`config.mk`:
```
export PLATFORM = sky130hd
export DESIGN_NAME = eca_top
export DESIGN_NICKNAME = d
export VERILOG_FILES = /design/src/eca_pkg.sv /design/src/eca_decide.sv /design/src/eca_top.sv
export VERILOG_INCLUDE_DIRS = /design/src /design/src/src
export SDC_FILE = /design/constraint.sdc
export NUM_CORES = 1
export LEC_CHECK = 0
export ABC_CLOCK_PERIOD_IN_PS = 4500
export BUFFER_PORTS_ARGS = -buffer_cell sky130_fd_sc_hd__buf_2
export CAP_MARGIN = 20
export CORE_ASPECT_RATIO = 1.2
export CORE_MARGIN = 10
export CORE_UTILIZATION = 45
export DETAILED_ROUTE_END_ITERATION = 16
export PLACE_DENSITY = 0.86
export SYNTH_ARGS = -nofsm -noshare
export SYNTH_HDL_FRONTEND = slang
export SYNTH_SLANG_ARGS = --single-unit
```
`constraint.sdc`:
```
create_clock -name SYS_CLK -period 4.5 [get_ports SYS_CLK]
set_clock_uncertainty 0.1 [all_clocks]
set_input_delay 0.675 -clock SYS_CLK [delete_from_list [all_inputs] [get_ports SYS_CLK]]
set_output_delay 0.675 -clock SYS_CLK [all_outputs]
set_load 0.005 [all_outputs]
```
`src/eca_params.svh`:
```
/*
  Constants for the entropy CSR access check: field positions of the
  enable bits, reset values, field widths and cause codes.
  Assumes inclusion by bare name from the design files.
*/
`ifndef ECA_PARAMS_SVH
`define ECA_PARAMS_SVH

`define ECA_SSEED_BIT       9
`define ECA_USEED_BIT       8
`define ECA_CFG_W           32
`define ECA_SSEED_RST       1'b0
`define ECA_USEED_RST       1'b0
`define ECA_CAUSE_W         5
`define ECA_CAUSE_ILLEGAL   5'h02
`define ECA_CAUSE_VIRTUAL   5'h16
`define ECA_CAUSE_NONE      5'h00
`define ECA_SEED_W          32

`endif

```
`src/eca_pkg.sv`:
```
/*
  Types of the entropy CSR access check.
  Assumes no surroundings beyond the parameter header.
*/
package eca_pkg;
  // privilege tiers, gray coded in the order user, supervisor, machine
  typedef enum logic [2:0] {
    ECA_USER        = 3'h0,
    ECA_SUPER       = 3'h1,
    ECA_MACHINE     = 3'h3,
    ECA_HYP_KERNEL  = 3'h2,
    ECA_GUEST_KERN  = 3'h6,
    ECA_GUEST_APP   = 3'h7
  } eca_tier_t;

  typedef enum logic [1:0] {
    ECA_ALLOW   = 2'h0,
    ECA_ILLEGAL = 2'h1,
    ECA_VIRTUAL = 2'h3
  } eca_verdict_t;
endpackage : eca_pkg

```
`src/eca_decide.sv`:
```
/*
  Combinational verdict for one entropy CSR access.
  Assumes the caller registers the verdict; no state lives here.
*/
`timescale 1ns/1ns
`default_nettype none
module eca_decide (
  input  wire logic [2:0]       tier,
  input  wire logic             does_write,
  input  wire logic             sseed,
  input  wire logic             useed,
  output eca_pkg::eca_verdict_t verdict
);
  always_comb begin
    verdict = eca_pkg::ECA_ILLEGAL;
    if (!does_write) begin
      verdict = eca_pkg::ECA_ILLEGAL;
    end else if (tier == eca_pkg::ECA_MACHINE) begin
      verdict = eca_pkg::ECA_ALLOW;
    end else if (tier == eca_pkg::ECA_USER) begin
      verdict = useed ? eca_pkg::ECA_ALLOW
                      : eca_pkg::ECA_ILLEGAL;
    end else if (tier == eca_pkg::ECA_SUPER ||
                 tier == eca_pkg::ECA_HYP_KERNEL) begin
      verdict = sseed ? eca_pkg::ECA_ALLOW
                      : eca_pkg::ECA_ILLEGAL;
    end else if (tier == eca_pkg::ECA_GUEST_KERN ||
                 tier == eca_pkg::ECA_GUEST_APP) begin
      // user enable deliberately not consulted here
      verdict = sseed ? eca_pkg::ECA_VIRTUAL
                      : eca_pkg::ECA_ILLEGAL;
    end else begin
      verdict = eca_pkg::ECA_ILLEGAL;
    end
  end
endmodule : eca_decide
`default_nettype wire

```
`src/eca_top.sv`:
```
/*
  Entropy CSR access check with the two enable bits of the machine
  security configuration register and an Avalon-MM register slave.
  Assumes the execute stage presents one access at a time as a
  one-cycle request on SYS_CLK; verdict follows one cycle later.

// Function
// - machine tier read-write access to entropy CSR always allowed
// - read without write traps illegal at every tier
// - supervisor enable at bit 9, user enable at bit 8
// - user or supervisor tiers with enable clear trap illegal
// - user or supervisor tiers with enable set complete normally
// - guest tiers always trap; virtual only for write with sseed
// - user enable never affects guest tier exception type
// - either enable may be hardwired read-only zero
// - missing supervisor or user mode ties its enable to zero
// - both enables take a defined reset value
// - without entropy extension both enables tie to zero
// - listed instructions keep operand-independent latency
// - fusion or cracking only deterministic, never operand based
// - loads, stores, branches exempt; no instruction mandated
*/
`timescale 1ns/1ns
`default_nettype none
`include "eca_params.svh"
module eca_top #(
  parameter bit HAS_SUPER   = 1'b1,
  parameter bit HAS_USER    = 1'b1,
  parameter bit HAS_ENTROPY = 1'b1,
  parameter bit SSEED_RO0   = 1'b0,
  parameter bit USEED_RO0   = 1'b0
) (
  input  wire logic        SYS_CLK,
  input  wire logic        RST,
  // access request from the execute stage
  input  wire logic        ACC_VALID,
  input  wire logic [2:0]  ACC_TIER,
  input  wire logic        ACC_WRITE,
  // entropy word from the source, taken only on allowed access
  input  wire logic [31:0] SEED_WORD,
  output logic             SEED_POP,
  output logic             ACC_DONE,
  output logic             ACC_ALLOW,
  output logic             ACC_TRAP,
  output logic [4:0]       ACC_CAUSE,
  output logic             RD_WE,
  output logic [31:0]      RD_DATA,
  // avalon-mm slave
  input  wire logic [3:0]  AVS_ADDRESS,
  input  wire logic        AVS_READ,
  input  wire logic        AVS_WRITE,
  input  wire logic [31:0] AVS_WRITEDATA,
  input  wire logic [3:0]  AVS_BYTEENABLE,
  output logic [31:0]      AVS_READDATA,
  output logic             AVS_WAITREQUEST,
  output logic             IRQ
);
  // ==========================================================
  // register map (byte addresses)
  // ==========================================================
  localparam logic [3:0] A_CFG    = 4'h0;
  localparam logic [3:0] A_STATUS = 4'h4;
  localparam logic [3:0] A_MASK   = 4'h8;
  localparam logic [3:0] A_COUNT  = 4'hC;

  // status bits: 0 allowed, 1 illegal trap, 2 virtual trap
  localparam int EV_W = 3;

  logic              sseed;
  logic              useed;
  logic [EV_W-1:0]   status;
  logic [EV_W-1:0]   mask;
  logic [15:0]       trap_count;
  logic              ack;
  logic              read_hit;
  eca_pkg::eca_verdict_t verdict;
  logic [EV_W-1:0]   event_now;
  logic              cfg_wr;
  logic              sseed_keep;
  logic              useed_keep;

  // ==========================================================
  // enable bits of the security configuration
  // ==========================================================
  // an enable is storable only if its mode and the extension exist
  assign sseed_keep = HAS_SUPER && HAS_ENTROPY && !SSEED_RO0;
  assign useed_keep = HAS_USER && HAS_ENTROPY && !USEED_RO0;
  assign cfg_wr = AVS_WRITE && !ack && AVS_ADDRESS == A_CFG
                  && AVS_BYTEENABLE[1];

  always_ff @(posedge SYS_CLK) begin
    if (RST) begin
      sseed <= `ECA_SSEED_RST;
      useed <= `ECA_USEED_RST;
    end else if (cfg_wr) begin
      // unsupported bits drop the write so a read-back shows zero
      sseed <= AVS_WRITEDATA[`ECA_SSEED_BIT] & sseed_keep;
      useed <= AVS_WRITEDATA[`ECA_USEED_BIT] & useed_keep;
    end
  end

  // ==========================================================
  // access verdict
  // ==========================================================
  eca_decide u_decide (
    .tier       (ACC_TIER),
    .does_write (ACC_WRITE),
    .sseed      (sseed),
    .useed      (useed),
    .verdict    (verdict)
  );

  // verdict settles in one fixed cycle whatever the operands hold,
  // so timing never reveals entropy bits; no instruction is mandated
  // here and memory or branch latency is outside this block
  always_ff @(posedge SYS_CLK) begin
    if (RST) begin
      ACC_DONE  <= 1'b0;
      ACC_ALLOW <= 1'b0;
      ACC_TRAP  <= 1'b0;
      ACC_CAUSE <= `ECA_CAUSE_NONE;
    end else begin
      ACC_DONE  <= ACC_VALID;
      ACC_ALLOW <= ACC_VALID && verdict == eca_pkg::ECA_ALLOW;
      ACC_TRAP  <= ACC_VALID && verdict != eca_pkg::ECA_ALLOW;
      if (!ACC_VALID) begin
        ACC_CAUSE <= `ECA_CAUSE_NONE;
      end else if (verdict == eca_pkg::ECA_VIRTUAL) begin
        ACC_CAUSE <= `ECA_CAUSE_VIRTUAL;
      end else if (verdict == eca_pkg::ECA_ILLEGAL) begin
        ACC_CAUSE <= `ECA_CAUSE_ILLEGAL;
      end else begin
        ACC_CAUSE <= `ECA_CAUSE_NONE;
      end
    end
  end

  // destination write and entropy pop only on an allowed access
  always_ff @(posedge SYS_CLK) begin
    if (RST) begin
      SEED_POP <= 1'b0;
      RD_WE    <= 1'b0;
      RD_DATA  <= 32'h0000_0000;
    end else begin
      SEED_POP <= ACC_VALID && verdict == eca_pkg::ECA_ALLOW;
      RD_WE    <= ACC_VALID && verdict == eca_pkg::ECA_ALLOW;
      if (ACC_VALID && verdict == eca_pkg::ECA_ALLOW) begin
        RD_DATA <= SEED_WORD;
      end else begin
        RD_DATA <= 32'h0000_0000;
      end
    end
  end

  // ==========================================================
  // events, status and interrupt
  // ==========================================================
  assign event_now[0] = ACC_VALID && verdict == eca_pkg::ECA_ALLOW;
  assign event_now[1] = ACC_VALID && verdict == eca_pkg::ECA_ILLEGAL;
  assign event_now[2] = ACC_VALID && verdict == eca_pkg::ECA_VIRTUAL;
  assign read_hit = AVS_READ && !ack && AVS_ADDRESS == A_STATUS;

  genvar gi;
  generate
    for (gi = 0; gi < EV_W; gi = gi + 1) begin : g_stat
      always_ff @(posedge SYS_CLK) begin
        if (RST) begin
          status[gi] <= 1'b0;
        end else if (event_now[gi]) begin
          // a new event wins over the read clear in the same cycle
          status[gi] <= 1'b1;
        end else if (read_hit) begin
          status[gi] <= 1'b0;
        end
      end
    end
  endgenerate

  always_ff @(posedge SYS_CLK) begin
    if (RST) begin
      mask <= 3'h0;
    end else if (AVS_WRITE && !ack && AVS_ADDRESS == A_MASK
                 && AVS_BYTEENABLE[0]) begin
      mask <= AVS_WRITEDATA[EV_W-1:0];
    end
  end

  always_ff @(posedge SYS_CLK) begin
    if (RST) begin
      trap_count <= 16'h0000;
    end else if (ACC_VALID && verdict != eca_pkg::ECA_ALLOW
                 && trap_count != 16'hFFFF) begin
      trap_count <= trap_count + 16'h0001;
    end
  end

  always_ff @(posedge SYS_CLK) begin
    if (RST) begin
      IRQ <= 1'b0;
    end else begin
      IRQ <= |(status & mask);
    end
  end

  // ==========================================================
  // avalon-mm slave: one wait cycle, answer on the second edge
  // ==========================================================
  always_ff @(posedge SYS_CLK) begin
    if (RST) begin
      ack <= 1'b0;
    end else begin
      ack <= (AVS_READ || AVS_WRITE) && !ack;
    end
  end

  always_ff @(posedge SYS_CLK) begin
    if (RST) begin
      AVS_WAITREQUEST <= 1'b1;
    end else begin
      AVS_WAITREQUEST <= !((AVS_READ || AVS_WRITE) && !ack);
    end
  end

  always_ff @(posedge SYS_CLK) begin
    if (RST) begin
      AVS_READDATA <= 32'h0000_0000;
    end else if (AVS_READ && !ack) begin
      if (AVS_ADDRESS == A_CFG) begin
        AVS_READDATA <= {22'h000000, sseed, useed, 8'h00};
      end else if (AVS_ADDRESS == A_STATUS) begin
        AVS_READDATA <= {29'h0000000, status};
      end else if (AVS_ADDRESS == A_MASK) begin
        AVS_READDATA <= {29'h0000000, mask};
      end else if (AVS_ADDRESS == A_COUNT) begin
        AVS_READDATA <= {16'h0000, trap_count};
      end else begin
        AVS_READDATA <= 32'h0000_0000;
      end
    end
  end
endmodule : eca_top
`default_nettype wire
```
## Yosys cells after proc, flatten, opt, wreduce, memory -nomap -nowiden

Cells that the tools add are included.

| operators by class | value |
|---|---|
| add/sub/neg operators | 1 |
| equal/unequal tests | 11 |
| muxes and demuxes | 18 |
| bitwise logic cells | 3 |
| reduce and logical (&&, ||, !) cells | 29 |

Operator list:

| operator | count |
|---|---|
| two-way mux 16 bit | 4 |
| adder 16 x 1 -> 16 bit (second input constant) | 1 |
| inequality test 16 bit (second input constant) | 1 |
| two-way mux 2 bit | 7 |
| logical AND 1 bit | 13 |
| == test 4 bit (second input constant) | 2 |
| nonzero test 2 bit | 4 |
| == test 3 x 2 -> 1 bit (second input constant) | 2 |
| == test 3 bit (second input constant) | 2 |
| two-way mux 1 bit | 6 |
| OR reduction 3 bit | 2 |
| two-way mux 5 bit | 1 |
| == test 4 x 3 -> 1 bit (second input constant) | 1 |
| zero test 4 bit | 1 |
| OR reduction 2 bit | 2 |
| AND 3 bit | 1 |
| == test 3 x 1 -> 1 bit (second input constant) | 1 |
| zero test 3 bit | 1 |
| logical OR 1 bit | 3 |
| == test 2 x 1 -> 1 bit (second input constant) | 1 |
| == test 2 bit (second input constant) | 1 |
| zero test 1 bit | 2 |
| zero test 2 bit | 1 |
| NOT 1 bit | 2 |

| word-level totals | value |
|---|---|
| register bits after elaboration | 99 |
| bits of input ports | 81 |
| output and inout bits | 76 |
| logic and storage cells | 79 |

## Logic depth before layout (Yosys ltp)

Gate-level depths: netlist of the first run.

| logic depth | value |
|---|---|
| depth after elaboration | 11 |
| gate-level depth with buffers | 7 |
| depth with buffers taken out | 6 |

## By module

Synthesis of the first run repeated with hierarchy kept, for this count alone.

| unflattened totals | value |
|---|---|
| cells, all modules | 310 |
| area, all modules | 3031.7 um^2 |

Modules (own cells, without submodules):

| module | instances | cells each | area an instance (um^2) |
|---|---|---|---|
| eca_top | 1 | 305 | 2994.1 |
| eca_decide | 1 | 5 | 37.5 |

## Least setup slack after synthesis of the first run

No wires, ideal clock.

| path | value |
|---|---|
| kind | input to register |
| start | in ACC_TIER[0] |
| end | reg trap_count[13] |
| setup time | 0.121 ns |
| arrival time | 1.963 ns |
| required time | 4.279 ns |
| slack | 2.316 ns |
| stages | 5 |
| cells stage by stage | or3_1 o2111ai_2 nand2_2 nor4_1 mux2_2 |

| on the way | value |
|---|---|
| longest elaborated chain between the ends | 10 |
| elaborated cells on any way between the ends | 16 |
| those cells by class | eq/ne (5); mux (5); reduce/logical (6) |

Ends and longest elaborated chain:

| what | line | text |
|---|---|---|
| from (decl) | eca_top.sv:37 | `input wire logic [2:0] ACC_TIER,` |
| == test 3 bit, on equally long branches | eca_decide.sv:27, eca_decide.sv:28 |  |
| logical OR 1 bit | eca_decide.sv:27 | `end else if (tier == eca_pkg::ECA_GUEST_KERN \|\|` |
| two-way mux 2 bit | eca_decide.sv:27 |  |
| two-way mux 2 bit | eca_decide.sv:23 | `end else if (tier == eca_pkg::ECA_SUPER \|\|` |
| two-way mux 2 bit | eca_decide.sv:20 | `end else if (tier == eca_pkg::ECA_USER) begin` |
| two-way mux 2 bit * | eca_decide.sv:18 | `end else if (tier == eca_pkg::ECA_MACHINE) begin` |
| two-way mux 2 bit * | eca_decide.sv:16 | `if (!does_write) begin` |
| nonzero test 2 bit * | eca_top.sv:191 | `end else if (ACC_VALID && verdict != eca_pkg::ECA_ALLOW` |
| logical AND 1 bit * | eca_top.sv:191 |  |
| logical AND 1 bit * | eca_top.sv:192 | `&& trap_count != 16'hFFFF) begin` |
| to (signal assigned) | eca_top.sv:193 | `trap_count <= trap_count + 16'h0001;` |
| to (decl) | eca_top.sv:73 | `logic [15:0] trap_count;` |

Every way passes the cells marked *; elsewhere a longest branch is shown, timed or not.
A chain may end at the register's enable or synchronous reset.

## Worst setup path after layout of the first run

| path | value |
|---|---|
| start | in AVS_READ |
| end | reg AVS_READDATA[11] |

| on the way | value |
|---|---|
| longest elaborated chain between the ends | 1 |

Ends and longest elaborated chain:

| what | line | text |
|---|---|---|
| from (decl) | eca_top.sv:50 | `input wire logic AVS_READ,` |
| logical AND 1 bit | eca_top.sv:227 | `end else if (AVS_READ && !ack) begin` |
| to (signal assigned) | eca_top.sv:229 | `AVS_READDATA <= {22'h000000, sseed, useed, 8'h00};` |
| to (signal assigned) | eca_top.sv:231 | `AVS_READDATA <= {29'h0000000, status};` |
| to (signal assigned) | eca_top.sv:233 | `AVS_READDATA <= {29'h0000000, mask};` |
| to (decl) | eca_top.sv:54 | `output logic [31:0] AVS_READDATA,` |

No other way between the ends.

==> impl_metrics.toml, run 1 <==
[clock_tree]
cts_resized = 0
cts-root-buf = "clkbuf_8"
post-cts-setup-buffers = 0
hold_buffers = 0
path_clk_slew_ns = 0.08
clk_latency_ns = 0.35
htree_levels = 3
cts_buffer_depth = 2
cts_tree = "yes"
cts.sinks = 80
cts_buffers = 9

[detailed_routing]
ant_nets = 0
drt-wirelength-per-cell_um = 14.6
drc = 0
wl_um = 7280
num_vias = 2412
via_per_inst = 4.83
drtIter0Drc = 120
dr.pass1.iters = 4

[yosys]
synth_top_area_cell = "dfxtp_1"
netlist_area_um2 = 3000
synth_edf_count = 0
yosysUniqueCellTypes = 45
synth_top_cell_area_share_pct = 53.4
synth_ff_type = "dfxtp_1"
post_synth.cell_area_avg_um2 = 9.81
syn_inst = 306
synth_common_cells = "dfxtp_1, nor2_1, and2_1"
synth_seq_cells = 80
yosysSeqAreaShare_pct = 53.4
synth.area.top_cells = "dfxtp_1, and2_1, buf_4"
yosysMostFrequentCell = "dfxtp_1"
async_flop_share_pct = 0
yosys_warnings = 0

[final_layout]
fillerInstances = 566
drive_gt1_share_pct = 33.6
synthToLayoutAreaGrowth_pct = 24.6
final_cell_area_um2 = 3740
antenna_cells = 0
layout.nets = 491
fin_cells = 499

[global_routing]
grt_pass1_vias = 2498
overflow = 0
antenna_found_initial = 0
grt_max_degree = 46
grt_pass1_wl_um = 11700
track_usage_pct = 14.0

[job]
max-cap-violations = 0

[timing]
period_needed_ns = 2.17
worst_pin_slew_ns = 0.763
tns_ns = 0
finalCritPeriodShare_pct = 48.3
rsz0062_at_grt = "no"
setup_violations = 0
maxSlewViolCount = 0
relSlewSlack_pct = 49.1
hold_viol_final = 0
max_freq_ghz = 0.460

[setup_path]
rr_startpoint = "ack$_SDFF_PP0_"
cp.required_ns = 4.67
worstSetupPathType = "input port to register"
cpPeakStageDelay_ns = 0.51
critPathLaunchType = "input port"
worst_path_max_delay_cell = "nor3_2"
ff2ff_path_depth = 5
crit_arrival_ns = 2.35
worstPathCellList = "buf_2 -> nand2b_1 -> nor3_2 -> and3_1 -> a22oi_1 -> nor2_1"
cp-startpoint = "AVS_READ"
reg2reg_to = "AVS_READDATA[11]$_SDFFE_PP0P_"
end_kind = "register"
critPathMaxFanout = 17
r2r_slack_ns = 2.33

[place]
place.port_buffers = 109
placed_cell_area_um2 = 3510
routabilityCongestion = 0.782
hpwl_um = 5670
dp.cells = 483

[floorplan]
die_area_um2 = 10400
initial_utilization_pct = 46.6
num_rows = 32
ioPinCount = 157
die_y_um = 109
core_um2 = 6450
dieWidth_um = 94.6

[power_and_ir_drop]
p_total_uw = 1380
power.density_nw_per_um2 = 368
ir_worst_vdd_v = 0.000213
p_leak_uw = 0.00178

[hold_path]
hold_depth = 2
hold_path_end = "trap_count[11]$_SDFFE_PP0P_"
hp-start = "trap_count[11]$_SDFFE_PP0P_"
min_path_type = "register to register"

[status]
status = "finished, final reports clean"
cell usage in the layout, fill, tap and decap left out, drive strengths merged, types with 2 or more instances in the layout:
cell type,instances
nor3,2
mux2i,6
a21o,2
bufinv,2
clkbuf,9
a21oi,8
or4,4
o31ai,2
a22oi,16
nand2,13
nor2b,6
xnor2,2
and3,3
mux2,5
a22o,3
conb,18
inv,8
xor2,3
and2,32
or3,7
clkinv,2
o21ai,8
nand4,5
nand3,10
dfxtp,80
nor2,36
buf,110
power breakdown:
group          total, uW  leakage, uW  switching, uW  internal (uW)
sequential           721     0.000647           4.92            717
combinational       68.1      0.00102           37.5           30.6
clock                586     0.000110            268            318
total               1380      0.00178            311           1070
sequential cells by signal (all words and copies together) (netlist names), 2 cells and up:
signal        flops
AVS_READDATA     16
ACC_CAUSE         2
status            3
trap_count       16
RD_DATA          32
mask              3
routing by layer:
layer  global-route usage, %  part of all wire, %  vias up
met5                       0                    0        -
met4                    5.78                  1.4        0
met3                    8.46                   13       11
met2                    22.7                   48       99
met1                    14.3                   38     1090
li1                        -                    -     1212
stage by stage:
stage / util [%] / hold slack [ns] / setup WS (ns)
2_1_floorplan: - / 0.349 / 2.32
6_report: 58.0 / 0.412 / 2.33
5_1_grt: 58.0 / 0.407 / 2.11
3_5_place_dp: 54.5 / 0.384 / 1.99
4_1_cts: 58.0 / 0.402 / 2.34
3_3_place_gp: 54.5 / 0.367 / 2.00
kinds of logic after synthesis:
family / after synthesis / share of synthesized area (%)
other: 1 / 0.125
multiplexers: 11 / 4.00
AND/OR/NAND/NOR: 124 / 22.9
flip-flops: 80 / 53.4
adder cells (fa/ha/maj): 1 / 0.417
AO/OA/AOI/OAI: 43 / 9.96
buffers and inverters: 41 / 7.79
XOR/XNOR: 5 / 1.46
worst max-delay path, delay by kind of cell:
kind | cells | cell delay (ns)
and+or+nand+nor | 4 | 1.47
buffers and inverters | 1 | 0.08
AOI/OAI and AO/OA | 1 | 0.12
layout make-up:
class / instances / area (um^2) / area share, %
multi-input cells: 202 / 1230 / 32.9
well taps: 85 / 106 / 2.84
clock buffers: 9 / 124 / 3.31
repair buffers: 110 / 553 / 14.8
inverters: 6 / 22.5 / 0.602
clock inverters: 7 / 103 / 2.74
flip-flops and latches: 80 / 1600 / 42.8
how the worst max path moves through the flow:
stage,slack [ns],endpoint,cells past startpoint
global route,2.11,AVS_READDATA[13]$_SDFFE_PP0P_,5
finish,2.33,AVS_READDATA[11]$_SDFFE_PP0P_,6
global placement,2.00,AVS_READDATA[14]$_SDFFE_PP0P_,6
CTS,2.34,AVS_READDATA[14]$_SDFFE_PP0P_,5
detailed placement,1.99,AVS_READDATA[14]$_SDFFE_PP0P_,6
floorplan,2.32,trap_count[13]$_SDFFE_PP0P_,5
Power figures use the tool's default switching activity.
==> inputs of run 2 (changes only) <==
--- a/config.mk
+++ b/config.mk
@@ -6,14 +6,15 @@
 export SDC_FILE = /design/constraint.sdc
 export NUM_CORES = 1
 export LEC_CHECK = 0
-export ABC_CLOCK_PERIOD_IN_PS = 4500
+export ABC_AREA = 1
+export ABC_CLOCK_PERIOD_IN_PS = 2000
 export BUFFER_PORTS_ARGS = -buffer_cell sky130_fd_sc_hd__buf_2
 export CAP_MARGIN = 20
 export CORE_ASPECT_RATIO = 1.2
 export CORE_MARGIN = 10
 export CORE_UTILIZATION = 45
 export DETAILED_ROUTE_END_ITERATION = 16
-export PLACE_DENSITY = 0.86
+export PLACE_DENSITY = 0.83
 export SYNTH_ARGS = -nofsm -noshare
 export SYNTH_HDL_FRONTEND = slang
 export SYNTH_SLANG_ARGS = --single-unit
==> constraint.sdc (replaced) <==
create_clock -name SYS_CLK -period 2 [get_ports SYS_CLK]
set_clock_uncertainty 0.1 [all_clocks]
set_input_delay 0.3 -clock SYS_CLK [delete_from_list [all_inputs] [get_ports SYS_CLK]]
set_output_delay 0.3 -clock SYS_CLK [all_outputs]
set_load 0.005 [all_outputs]
==> run 2 against run 1 <==
Die area increased by 11%. Worst setup slack got worse by 2.1 ns. Register-to-register slack got worse by 2.1 ns. Largest cell class unchanged. Via count increased by 27%. Largest power group unchanged. Core utilization decreased by 1.2 points. Combinational power increased to 3.6 times the previous value. Total power increased by 140%. Global-route usage increased by 0.74 points. Highest routed layer unchanged. Sequential share of layout area decreased by 4.3 points. Count of clock-buffer cells in the layout increased by 1. Synthesized cell count increased by 50%. Critical path depth increased by 2.
==> impl_metrics.toml, run 2 <==
[status]
status = "finished, final reports clean"

[power_and_ir_drop]
p_total_uw = 3270
power.density_nw_per_um2 = 788
ir_worst_vdd_v = 0.000573
p_leak_uw = 0.00212

[final_layout]
area.sequential_um2 = 1600
final_cell_mix = "buf_2, nand2_1, dfxtp_1"
multiInputGateArea_um2 = 1360
post-route-util_pct = 56.8
synthToLayoutAreaGrowth_pct = 21.7
layout.nets = 646
drive_gt1_share_pct = 27.1
antenna_cells = 0
final_common_cell = "buf_2"
fillerInstances = 644
top_register = "RD_DATA"
largest_reg_flops = 32
reg.largest.list = "RD_DATA x32, AVS_READDATA x16, trap_count x16"

[global_routing]
grt_pass1_wl_um = 14200
grt_max_degree = 35
overflow = 0
antenna_found_initial = 0
grt_pass1_vias = 2987
track_usage_pct = 14.7

[yosys]
async_flop_share_pct = 0
post_synth.cell_area_avg_um2 = 7.43
synth_top_cell_area_share_pct = 46.9
synth_seq_cells = 80
syn_inst = 459
yosysUniqueCellTypes = 29
synth.area.top_cells = "dfxtp_1, nand2_1, inv_1"
yosys_warnings = 0
synth_top_area_cell = "dfxtp_1"
yosysMostFrequentCell = "nand2_1"
synth_common_cells = "nand2_1, dfxtp_1, inv_1"
synth_edf_count = 0
yosysSeqAreaShare_pct = 46.9
netlist_area_um2 = 3410
synth_ff_type = "dfxtp_1"

[timing]
worst_pin_slew_ns = 0.612
tns_ns = 0
setup_violations = 0
max_freq_ghz = 0.560
period_needed_ns = 1.79
finalCritPeriodShare_pct = 89.3
relSlewSlack_pct = 59.2
maxSlewViolCount = 0
rsz0062_at_grt = "no"
hold_viol_final = 0

[floorplan]
dieWidth_um = 99.5
die_area_um2 = 11500
num_rows = 34
initial_utilization_pct = 46.6
ioPinCount = 157
die_y_um = 115
core_um2 = 7320

[clock_tree]
cts_resized = 0
cts_tree = "yes"
cts_buffer_depth = 2
path_clk_slew_ns = 0.09
post-cts-setup-buffers = 0
hold_buffers = 0
cts.sinks = 80
htree_levels = 3
cts_buffers = 9
clk_latency_ns = 0.35
cts-root-buf = "clkbuf_8"

[hold_path]
min_path_type = "input port to register"

[detailed_routing]
dr.pass1.iters = 5
wl_um = 8700
drtIter0Drc = 147
ant_nets = 0
drc = 0
via_per_inst = 4.65
num_vias = 3066
drt-wirelength-per-cell_um = 13.2

[setup_path]
critPathMaxFanout = 15
critPathLaunchType = "register"
cp.required_ns = 2.18
cp_top_family = "simple AND/OR/NAND/NOR gates"
path_buf_inv = 1
worstSetupPathType = "register to register"
worstPathCellList = "ha_1 -> nand3_4 -> inv_1 -> nand2_1 -> nor2_4 -> nor2_4 -> nand2_1 -> a21oi_1"
end_kind = "register"
cpPeakStageDelay_ns = 0.36
worst_path_max_delay_cell = "dfxtp_1"
crit_arrival_ns = 1.96

[place]
routabilityCongestion = 0.877
hpwl_um = 6870
place.port_buffers = 109

[job]
max-cap-violations = 0
[run 2: logic make-up (layout without fill, tap and decap cells)]
kind of cell    Yosys count  after routing  share of synthesized area [%]
xor+xnor                  6              6                           1.54
flops                    80             80                           46.9
simple gates            194            194                           25.1
fa+ha+maj                 1              1                          0.367
compound gates           68             68                           10.7
other cells               1             18                          0.110
buf+inv                 109            202                           15.2
[run 2: cell type report]
class,count,area share [%]
Sequential cell,80,38.6
Multi-Input combinational cell,287,32.6
Timing Repair Buffer,113,13.9
Inverter,73,6.60
Clock buffer,10,3.31
Tap cell,90,2.71
Clock inverter,6,2.35
[run 2: metal layers]
metal | vias to the layer above | part of all wire, % | GRT usage (%)
li1 | 1573 | - | -
met1 | 1350 | 43 | 16.9
met2 | 136 | 47 | 24.9
met3 | 7 | 9.6 | 5.58
met4 | 0 | 0.97 | 4.50
met5 | - | 0 | 0
[run 2: power by group]
| group | total (uW) | switching [uW] | leakage, uW | internal (uW) |
|---|---|---|---|---|
| registers | 1650 | 19.8 | 0.000650 | 1630 |
| clock network | 1380 | 619 | 0.000119 | 757 |
| logic | 248 | 147 | 0.00135 | 101 |
[run 2: path summary, 6_finish.rpt]
kind | from | endpoint | cells past startpoint | slack (ns)
max | trap_count[0]$_SDFFE_PP0P_ | trap_count[13]$_SDFFE_PP0P_ | 8 | 0.21
min | SEED_WORD[13] | RD_DATA[13]$_SDFF_PP0_ | 3 | 0.06
max reg2reg | trap_count[0]$_SDFFE_PP0P_ | trap_count[13]$_SDFFE_PP0P_ | 8 | 0.21
min reg2reg | status[1]$_SDFFE_PP0P_ | status[1]$_SDFFE_PP0P_ | 2 | 0.37
[run 2: worst reg2reg max path: cells and delay by family, from the launching register on]
family | cells | cell delay, ns
buf+inv | 1 | 0.07
simple gates | 5 | 0.73
fa+ha+maj | 1 | 0.31
flops | 1 | 0.36
compound gates | 1 | 0.16
[run 2: through the flow]
step / instance area (um^2) / hold slack (ns) / setup slack [ns] / cells
6_report: 4150 / 0.0574 / 0.214 / 659
5_1_grt: 4150 / 0.0373 / 0.0477 / 659
4_1_cts: 4150 / 0.0359 / 0.211 / 659
3_5_place_dp: 3920 / 0.360 / 0.230 / 643
3_3_place_gp: 3920 / 0.356 / 0.290 / 643
2_1_floorplan: 3480 / 0.312 / 0.422 / 476
